### config.mk
export PLATFORM = sky130hd
export DESIGN_NAME = mkey_keyer
export DESIGN_NICKNAME = d
export VERILOG_FILES = /design/src/mkey_pkg.sv /design/src/mkey_keyer.sv
export SDC_FILE = /design/constraint.sdc
export NUM_CORES = 1
export LEC_CHECK = 0
export ABC_AREA = 0
export BUFFER_PORTS_ARGS = -buffer_cell sky130_fd_sc_hd__buf_2
export CORE_ASPECT_RATIO = 0.9
export CORE_MARGIN = 2
export CORE_UTILIZATION = 41
export DETAILED_ROUTE_END_ITERATION = 8
export GPL_TIMING_DRIVEN = 0
export HOLD_SLACK_MARGIN = 0.05
export PLACE_DENSITY = 0.67
export SLEW_MARGIN = 5
export SYNTH_ARGS = -nofsm -noshare
export SYNTH_HDL_FRONTEND = slang
export SYNTH_SLANG_ARGS = --single-unit
### constraint.sdc
create_clock -name sys_clk -period 2.11 [get_ports sys_clk]
set_input_delay 0.422 -clock sys_clk [delete_from_list [all_inputs] [get_ports sys_clk]]
set_output_delay 0.422 -clock sys_clk [all_outputs]
set_load 0.02 [all_outputs]
### src/mkey_pkg.sv
package mkey_pkg;

  // ==========================================================
  // matrix geometry
  localparam int MKEY_NUM_POS = 10;
  localparam int MKEY_NUM_GRP = 10;
  localparam int MKEY_NUM_BITS = MKEY_NUM_POS * MKEY_NUM_GRP;
  localparam int MKEY_STANDBY_BIT = 0;
  localparam int MKEY_CARRY_HI = 4;
  localparam int MKEY_IDX_W = 4;

  // ==========================================================
  // interval divider: ratio 16,384, output rises at 8,192
  localparam int MKEY_DIV_LOG2 = 14;
  localparam logic [13:0] MKEY_DIV_RST = 14'h0000;

  // ==========================================================
  // element fifo
  localparam int MKEY_FIFO_DEPTH = 16;

  // ==========================================================
  // reset values
  localparam logic [9:0] MKEY_ONEHOT_RST = 10'h001;
  localparam logic MKEY_KEY_RST = 1'b0;

  // run latch states, gray along standby -> run -> standby
  typedef enum logic {
    MKEY_STANDBY = 1'b0,
    MKEY_RUN = 1'b1
  } mkey_latch_t;

  // one finished code element
  typedef struct packed {
    logic key;
    logic [3:0] grp;
    logic [3:0] pos;
  } mkey_elem_t;

  localparam int MKEY_ELEM_W = $bits(mkey_elem_t);

endpackage

### src/mkey_keyer.sv
// Operation
// - power-up holds the run latch in standby, both counters held reset
// - a trigger releases the latch and both counter resets, starting output
// - group counter carry rising edge returns the latch to standby
// - each counter shows ten decoded outputs, exactly one active
// - a held counter shows its first output and does not count
// - an inhibit input high freezes a counter; counting only when low
// - released counters step once per rising clock edge from position zero while the fifo has room
// - from last position the next edge wraps to zero and raises carry
// - the position counter carry clocks the group counter
// - pattern is ten groups of ten bits, group and position select one
// - keyed output high for a programmed bit, low for an empty one
// - standby bit of the first group is never programmable
// - manual switch or interval pulse both trigger the latch alike
// - keyed output gates the tone; a manual tone key also exists
// - interval divider rises at half count, falls at full count
// - trigger forms on divider falling edge, suppressed at power-up
// - manual trigger leaves the divider alone; divider cleared at power-up
`timescale 1ns/100ps

// ============================================================
// element fifo
module mkey_fifo #(
  parameter int WIDTH = 9,
  parameter int DEPTH = 16
) (
  input wire logic sys_clk,
  input wire logic rst_b,
  input wire logic in_valid,
  output logic in_ready,
  input wire logic [WIDTH-1:0] in_data,
  output logic out_valid,
  input wire logic out_ready,
  output logic [WIDTH-1:0] out_data
);
  localparam int AW = $clog2(DEPTH);
  localparam logic [AW:0] DEPTH_CNT = DEPTH[AW:0];

  logic [WIDTH-1:0] mem_r [DEPTH];
  logic [AW-1:0] wr_ptr_r;
  logic [AW-1:0] rd_ptr_r;
  logic [AW:0] count_r;
  logic [AW:0] count_nxt;
  logic push;
  logic pop;
  logic [AW-1:0] rd_nxt;

  assign push = in_valid & in_ready;
  assign pop = out_valid & out_ready;

  // head pointer as it stands after this edge's pop
  always_comb begin
    rd_nxt = rd_ptr_r;
    if (pop) begin
      rd_nxt = rd_ptr_r + 1'b1;
    end
  end

  // head word registered so the port comes from a flop; a push into
  // the slot that becomes the head is forwarded, because storage is
  // only written at this same edge and would show the stale word
  always_ff @(posedge sys_clk or negedge rst_b) begin
    if (!rst_b) begin
      out_data <= '0;
    end else if (push && (wr_ptr_r == rd_nxt)) begin
      out_data <= in_data;
    end else begin
      out_data <= mem_r[rd_nxt];
    end
  end

  // occupancy follows push and pop together
  always_comb begin
    count_nxt = count_r;
    if (push && !pop) begin
      count_nxt = count_r + 1'b1;
    end else if (pop && !push) begin
      count_nxt = count_r - 1'b1;
    end
  end

  // flags registered so the ports come straight from flops
  always_ff @(posedge sys_clk or negedge rst_b) begin
    if (!rst_b) begin
      count_r <= '0;
      in_ready <= 1'b1;
      out_valid <= 1'b0;
    end else begin
      count_r <= count_nxt;
      in_ready <= (count_nxt != DEPTH_CNT);
      out_valid <= (count_nxt != '0);
    end
  end

  // pointers wrap at a power-of-two depth
  always_ff @(posedge sys_clk or negedge rst_b) begin
    if (!rst_b) begin
      wr_ptr_r <= '0;
      rd_ptr_r <= '0;
    end else begin
      if (push) begin
        wr_ptr_r <= wr_ptr_r + 1'b1;
      end
      if (pop) begin
        rd_ptr_r <= rd_ptr_r + 1'b1;
      end
    end
  end

  // storage has no reset; an unwritten slot reaches out_data only while out_valid is low
  always_ff @(posedge sys_clk) begin
    if (push) begin
      mem_r[wr_ptr_r] <= in_data;
    end
  end
endmodule

// ============================================================
// keyer top
module mkey_keyer
  import mkey_pkg::*;
#(
  parameter int DIV_LOG2 = MKEY_DIV_LOG2,
  parameter int FIFO_DEPTH = MKEY_FIFO_DEPTH
) (
  input wire logic sys_clk,
  input wire logic rst_b,
  input wire logic code_clk,
  input wire logic interval_clk,
  input wire logic manual_trigger_switch,
  input wire logic tone_gate_switch,
  input wire logic position_inhibit,
  input wire logic group_inhibit,
  input wire logic [MKEY_NUM_BITS-1:0] pattern_bits,
  output logic keyed_out,
  output logic tone_gate,
  output logic standby,
  output logic [MKEY_NUM_POS-1:0] position_counter,
  output logic [MKEY_NUM_GRP-1:0] group_counter,
  output logic elem_valid,
  input wire logic elem_ready,
  output mkey_elem_t elem_data
);

  // one-hot to index, for the element record
  function automatic logic [MKEY_IDX_W-1:0] mkey_index(
    input logic [9:0] oh
  );
    logic [MKEY_IDX_W-1:0] idx;
    idx = '0;
    for (int i = 0; i < 10; i++) begin
      if (oh[i]) begin
        idx = i[MKEY_IDX_W-1:0];
      end
    end
    return idx;
  endfunction

  mkey_latch_t latch_r;
  logic code_prev_r;
  logic ival_prev_r;
  logic manual_prev_r;
  logic [DIV_LOG2-1:0] div_r;
  logic div_out_prev_r;
  logic pos_carry_prev_r;
  logic grp_carry_prev_r;
  logic [MKEY_NUM_POS-1:0] pos_nxt;
  logic [MKEY_NUM_GRP-1:0] grp_nxt;
  logic [MKEY_NUM_BITS-1:0] store;
  logic [MKEY_NUM_BITS-1:0] sel_bits;
  logic key_now;
  logic code_rise;
  logic interval_rise;
  logic manual_rise;
  logic timer_trigger;
  logic trigger;
  logic pos_carry;
  logic grp_carry;
  logic pos_carry_rise;
  logic grp_carry_rise;
  logic pos_step;
  logic held;
  logic fifo_in_ready;
  mkey_elem_t elem_in;

  // ==========================================================
  // synchronous edge detection of slow clocks and switch
  assign code_rise = code_clk & ~code_prev_r;
  assign interval_rise = interval_clk & ~ival_prev_r;
  assign manual_rise = manual_trigger_switch & ~manual_prev_r;

  // manual switch held at power-up must not fire, so its history
  // starts high
  always_ff @(posedge sys_clk or negedge rst_b) begin
    if (!rst_b) begin
      code_prev_r <= 1'b0;
      ival_prev_r <= 1'b0;
      manual_prev_r <= 1'b1;
    end else begin
      code_prev_r <= code_clk;
      ival_prev_r <= interval_clk;
      manual_prev_r <= manual_trigger_switch;
    end
  end

  // ==========================================================
  // interval divider; top bit high from half count to full count
  always_ff @(posedge sys_clk or negedge rst_b) begin
    if (!rst_b) begin
      div_r <= '0;
    end else if (interval_rise) begin
      div_r <= div_r + 1'b1;
    end
  end

  // falling edge of the divider output is the timer pulse; history
  // starts low so reset itself never yields one
  always_ff @(posedge sys_clk or negedge rst_b) begin
    if (!rst_b) begin
      div_out_prev_r <= 1'b0;
    end else begin
      div_out_prev_r <= div_r[DIV_LOG2-1];
    end
  end

  assign timer_trigger = div_out_prev_r & ~div_r[DIV_LOG2-1];
  // the manual path never touches the divider
  assign trigger = timer_trigger | manual_rise;

  // ==========================================================
  // run latch
  always_ff @(posedge sys_clk or negedge rst_b) begin
    if (!rst_b) begin
      latch_r <= MKEY_STANDBY;
    end else begin
      unique case (latch_r)
        MKEY_STANDBY: begin
          if (trigger) begin
            latch_r <= MKEY_RUN;
          end
        end
        MKEY_RUN: begin
          // further triggers are ignored here
          if (grp_carry_rise) begin
            latch_r <= MKEY_STANDBY;
          end
        end
      endcase
    end
  end

  assign held = (latch_r == MKEY_STANDBY);

  // ==========================================================
  // decade counters; carry high over the first five positions,
  // so it rises exactly when last wraps to first
  assign pos_carry = |position_counter[MKEY_CARRY_HI:0];
  assign grp_carry = |group_counter[MKEY_CARRY_HI:0];
  assign pos_carry_rise = pos_carry & ~pos_carry_prev_r;
  assign grp_carry_rise = grp_carry & ~grp_carry_prev_r;

  // a full fifo stalls the sequence instead of dropping elements
  assign pos_step = ~held & code_rise & ~position_inhibit
    & fifo_in_ready;

  // rotate keeps exactly one bit set
  always_comb begin
    pos_nxt = position_counter;
    grp_nxt = group_counter;
    if (held) begin
      pos_nxt = MKEY_ONEHOT_RST;
      grp_nxt = MKEY_ONEHOT_RST;
    end else begin
      if (pos_step) begin
        pos_nxt = {position_counter[MKEY_NUM_POS-2:0],
                   position_counter[MKEY_NUM_POS-1]};
      end
      if (pos_carry_rise && !group_inhibit) begin
        grp_nxt = {group_counter[MKEY_NUM_GRP-2:0],
                   group_counter[MKEY_NUM_GRP-1]};
      end
    end
  end

  always_ff @(posedge sys_clk or negedge rst_b) begin
    if (!rst_b) begin
      position_counter <= MKEY_ONEHOT_RST;
      group_counter <= MKEY_ONEHOT_RST;
      pos_carry_prev_r <= 1'b1;
      grp_carry_prev_r <= 1'b1;
    end else begin
      position_counter <= pos_nxt;
      group_counter <= grp_nxt;
      pos_carry_prev_r <= pos_carry;
      grp_carry_prev_r <= grp_carry;
    end
  end

  // ==========================================================
  // pattern matrix; standby bit tied low whatever is loaded
  generate
    for (genvar b = 0; b < MKEY_NUM_BITS; b++) begin : g_bit
      if (b == MKEY_STANDBY_BIT) begin : g_stby
        assign store[b] = 1'b0;
      end else begin : g_prog
        assign store[b] = pattern_bits[b];
      end
      assign sel_bits[b] = store[b] & group_counter[b / MKEY_NUM_POS]
        & position_counter[b % MKEY_NUM_POS];
    end
  endgenerate

  assign key_now = |sel_bits;

  // ==========================================================
  // keyed outputs; tone follows key or the manual tone key
  always_ff @(posedge sys_clk or negedge rst_b) begin
    if (!rst_b) begin
      keyed_out <= MKEY_KEY_RST;
      tone_gate <= MKEY_KEY_RST;
      standby <= 1'b1;
    end else begin
      keyed_out <= key_now;
      tone_gate <= key_now | tone_gate_switch;
      standby <= held;
    end
  end

  // ==========================================================
  // element stream: each step records the position just left
  assign elem_in.key = key_now;
  assign elem_in.grp = mkey_index(group_counter);
  assign elem_in.pos = mkey_index(position_counter);

  mkey_fifo #(
    .WIDTH(MKEY_ELEM_W),
    .DEPTH(FIFO_DEPTH)
  ) u_fifo (
    .sys_clk(sys_clk),
    .rst_b(rst_b),
    .in_valid(pos_step),
    .in_ready(fifo_in_ready),
    .in_data(elem_in),
    .out_valid(elem_valid),
    .out_ready(elem_ready),
    .out_data(elem_data)
  );

endmodule

Word level (Yosys, flattened, before mapping)
Memories as Yosys holds them, arrays and structs flattened. A register that Yosys moved wholly into a read port is not among the register bits.
Cells that the tools add are included.
Word-level totals
  flip-flop bits (word level): 59
  RAM bits: 144
  output and inout port bits: 33
  word-level logic and storage cells: 287
  memories kept: 1
Memories
  u_fifo.mem_r: depth 16, bits a word 9, rd ports 1, clocked after Yosys merged registers in 1, wr ports 1, line mkey_keyer.sv:39  | logic [WIDTH-1:0] mem_r [DEPTH];
Operators by class
  add/subtract/negate cells: 5
  eq/ne operators: 3
  muxes and demuxes: 30
  bitwise logic cells: 219
  reductions and logical operators: 11
Operator list (count)
  $and 1x1->1: 209
  $reduce_or 99->1: 1
  $mux 4: 11
  $mux 10: 4
  $add 14x1->14 const B: 1
  $mux 3: 4
  $mux 5: 2
  $reduce_or 5->1: 2
  $add 4x1->4 const B: 2
  $not 1->1: 8
  $mux 1: 6
  $add 5x1->5 const B: 1
  $ne 5x5->1 const B: 1
  $reduce_bool 5->1: 1
  $sub 5x1->5 const B: 1
  $logic_not 1->1: 4
  $mux 2: 2
  $ne 2x1->1 const B: 2
  $logic_and 1x1->1: 3
  $or 1x1->1: 2
  $pmux 1 s2: 1

Logic depth before layout (Yosys ltp)
  depth after elaboration: 11
  depth in mapped cells: 10
  gate-level depth less buffers: 8

By module
A second synthesis with hierarchy kept.
Unflattened totals
  cell total of the unflattened synthesis: 883
  area, all modules: 10762.8 sq um
Modules (own cells, without submodules)
  mkey_fifo: instances 1, cells each 633, area an instance 8282.9 sq um, seq. area each 4926.0 sq um
  mkey_keyer: instances 1, cells each 250, area an instance 2479.9 sq um, seq. area each 1108.6 sq um

Worst setup path after synthesis
Ideal clock, no wire load.
  path kind: flip-flop to flip-flop
  from: register position_counter[1]
  to: memory u_fifo.mem_r[0][8], data pin
  setup time: 0.316 ns
  arrival time: 1.871 ns
  setup slack: -0.077 ns
  stages on the path, launching flop included: 8
  clock period less this slack: 2.187 ns
  cells stage by stage: dfrtp_1 > buf_2 > a222oi_1 > nand3_1 > o21ai_0 > nand4_1 > nor4_1 > inv_1
RTL lines
  start: declaration: line mkey_keyer.sv:138  | output logic [MKEY_NUM_POS-1:0] position_counter,
  start signal: assignment: line mkey_keyer.sv:292  | position_counter <= pos_nxt;
  end: declaration: line mkey_keyer.sv:39

Final worst setup path
  from: register u_fifo.rd_ptr_r[1]
  to: register u_fifo.out_data[2], read port of u_fifo.mem_r
On the way
  word-level cells in the longest chain between the ends: 2
RTL lines
  start: declaration: line mkey_keyer.sv:41  | logic [AW-1:0] rd_ptr_r;
  start signal: assignment: line mkey_keyer.sv:105  | rd_ptr_r <= rd_ptr_r + 1'b1;
  $add 4x1->4: line mkey_keyer.sv:55  | rd_nxt = rd_ptr_r + 1'b1;
  $mux 4 *
  end: declaration: line mkey_keyer.sv:34  | output logic [WIDTH-1:0] out_data
Mark *: on every way between the ends. The rest lies on a longest branch, timed or not.
A chain may end at the register's enable or synchronous reset.

==> reports/metrics.yaml <==
avgSynthCellArea_um2: 11.5
stdcell_count: 1528
fin_util: 0.563
grt_max_degree: 68
core_um2: 25900
synth_cell_types: 67
dieWidth_um: 175
dp_cells: 1430
cp-start-kind: "flop"
drc: 0
wl_per_cell_um: 23.2
start_util: 0.416
seq_area_frac_synth: 0.560
vdd_drop_max_uv: 795
port_buffers: 139
reg2reg_slack_ps: -190
finalHoldViolCount: 0
wl_um: 35500
synth_nets: 1058
clk_latency_ps: 530
ys_warn_count: 0
grt_pass1_vias: 9183
fin_tns_setup_ps: -915
failed_checks: "setup timing"
ctsHtreeMaxLevel: 1
cts_root_buffer: "clkbuf_16"
cp-end-kind: "flop"
crit_path_cell_trace: "buf_4 -> nand2_8 -> mux2_2 -> o22ai_2 -> a22oi_2 -> or3_1 -> a31oi_1"
rows: 56
worstHoldPathType: "in2reg"
timing.final.crit_share: 1.09
die-area_um2: 27600
p_leak_nw: 5.78
layout.nets: 1279
grt_setup_unrepaired: "true"
slew_violations: 0
layout_common_cells: "150 x buf_2, 144 x edfxtp_1, 75 x nand2_1"
critPathKind: "reg2reg"
seqCellArea_um2: 6050
n_antenna_cell: 0
drv_cap: 0
setup_viol_count_final: 19
antenna_found_initial: 0
firstDrtPassIters: 6
final_common_cell: "buf_2"
syn_area_um2: 10800
synth_area_leader_cell: "edfxtp_1"
power_per_cell_area_nw_per_um2: 1510
fin_worst_skew_ps: 11.9
layout_min_cycle_time_ps: 2300
vias_per_cell: 6.13
drt_iter0_markers: 1160
io_pins: 142
worstPathArrival_ps: 2700
area_delta_synth_final_pct: 35.4
antenna_left: 0
clockBufferDepth: 3
cts_buffers: 24
layout_setup_ws_ps: -186
dieHeight_um: 158
synth_edf_count: 144
grt_use_total: 0.253
slowest_delay_ps: 450
dp_slack_ps: -958
worst_pin_slew_ps: 588
status: "complete, but fails checks"
crit_path_top_delay_cell: "dfrtp_2"
ys_async_sr_fraction: 0.321
multi_input_area_um2: 5200
syn-instance-count: 941
synth_top_area_frac: 0.401
gp_congestion: 0.887
numClockSinks: 212
cts_tree: "built"
cp_max_fo: 8
dp_hpwl_um: 22800
fmax_mhz: 436
drive_gt1_frac: 0.399
synth_ff_type: "edfxtp_1"
fillers: 2094
num_vias: 9369
cp.required_ps: 2510
overflow: 0
maxSlewHeadroom: 0.608
grt_first_pass_wirelength_um: 53400
synth_area_leaders: "edfxtp_1 40%, dfrtp_1 14%, mux2i_1 5.2%"
yosys_register_bits: 212
clk_pin_slew_ps: 60
## worst max-delay path, delay by kind of cell, from the launching register on
family,cells,cell delay (ps)
AOI/OAI and AO/OA,3,630
and+or+nand+nor,2,540
DFF,1,450
muxes,1,340
buffers and inverters,1,200
## registers in the layout, summed over array words and instances, names as in the netlist, 4 cells and up
signal and flops:
div_r 14, group_counter 10, position_counter 10, u_fifo.count_r 5, u_fifo.mem_r 144, u_fifo.out_data 9
u_fifo.rd_ptr_r 4, u_fifo.wr_ptr_r 4
## what timing repair did
| action | CTS | global route |
|---|---|---|
| hold buffers | 4 | 0 |
| endpoints found under the setup margin | 250 | 219 |
| endpoints found under the hold margin | 64 | 0 |
| gates cloned | 5 | 0 |
| resized for setup | 224 | 98 |
| pin swaps | 48 | 44 |
| setup buffers | 34 | 14 |
## per-stage QoR
step                hold slack, ps  cell area, µm²  power [W]
floorplan                      126           10800     0.0109
global placement               364           11900     0.0134
detailed placement             222           12000     0.0135
CTS                           79.9           14100     0.0207
global route                   100           14600     0.0227
finish                        91.5           14600     0.0220
## Yosys cell counts (4+ instances only)
master and count:
a211oi_1 36, o22ai_1 14, buf_6 4, buf_4 9, dfstp_2 7, inv_1 18, a211o_1 19, mux2i_1 56
ha_1 8, a221oi_1 10, buf_2 27, nor3_1 12, or2_2 4, clkbuf_1 29, a21oi_1 84, and3_1 8
nand2b_1 7, nand4_1 12, a31oi_1 17, dfrtp_1 61, or3_1 9, nor2_1 46, nor4_1 10, edfxtp_1 144
o21ai_0 22, mux2_2 17, xnor2_1 23, a22o_1 18, a22oi_1 42, nand3_1 24, and2_1 9, and4_1 4
nand2_1 80
## cell type report
type,instances,share of cell area
clock inverters,9,0.00943
multi-input cells,639,0.356
flip-flops and latches,212,0.414
repair buffers,197,0.0912
plain buffers,67,0.0435
clock buffers,35,0.0489
well taps,348,0.0298
inverters,21,0.00643
## path summary, 6_finish.rpt
path / startpoint / endpoint / depth (start not counted)
setup / recovery: u_fifo.rd_ptr_r[1] / u_fifo.out_data[2] / 7
hold / removal: tone_gate_switch / tone_gate / 2
hold reg to reg: div_r[13] / div_out_prev_r / 0
min in group asynchronous: rst_b / position_counter[4] / 2
max in group asynchronous: rst_b / u_fifo.in_ready / 3
setup reg to reg: u_fifo.rd_ptr_r[1] / u_fifo.out_data[2] / 7
## cells by family after synthesis
kind of cell / after synthesis / synth area share
muxes: 73 / 0.0698
buffers and inverters: 91 / 0.0408
DFF: 212 / 0.560
adders and majority gates: 10 / 0.0113
AOI/OAI and AO/OA: 290 / 0.184
xor gates and xnor gates: 29 / 0.0269
and+or+nand+nor: 236 / 0.107
## per-layer routing
metal	global-route usage	vias to the layer above	share of wire
li1	-	4069	-
met4	0.0980	0	0.029
met2	0.409	606	0.47
met3	0.0399	88	0.10
met1	0.344	4606	0.40
met5	0	-	0
## power by group
group | internal, W | switching, W
registers | 0.00512 | 0.000352
logic | 0.00519 | 0.00688
clock network | 0.00272 | 0.00172
total | 0.0130 | 0.00894
Power figures use the tool's default switching activity.
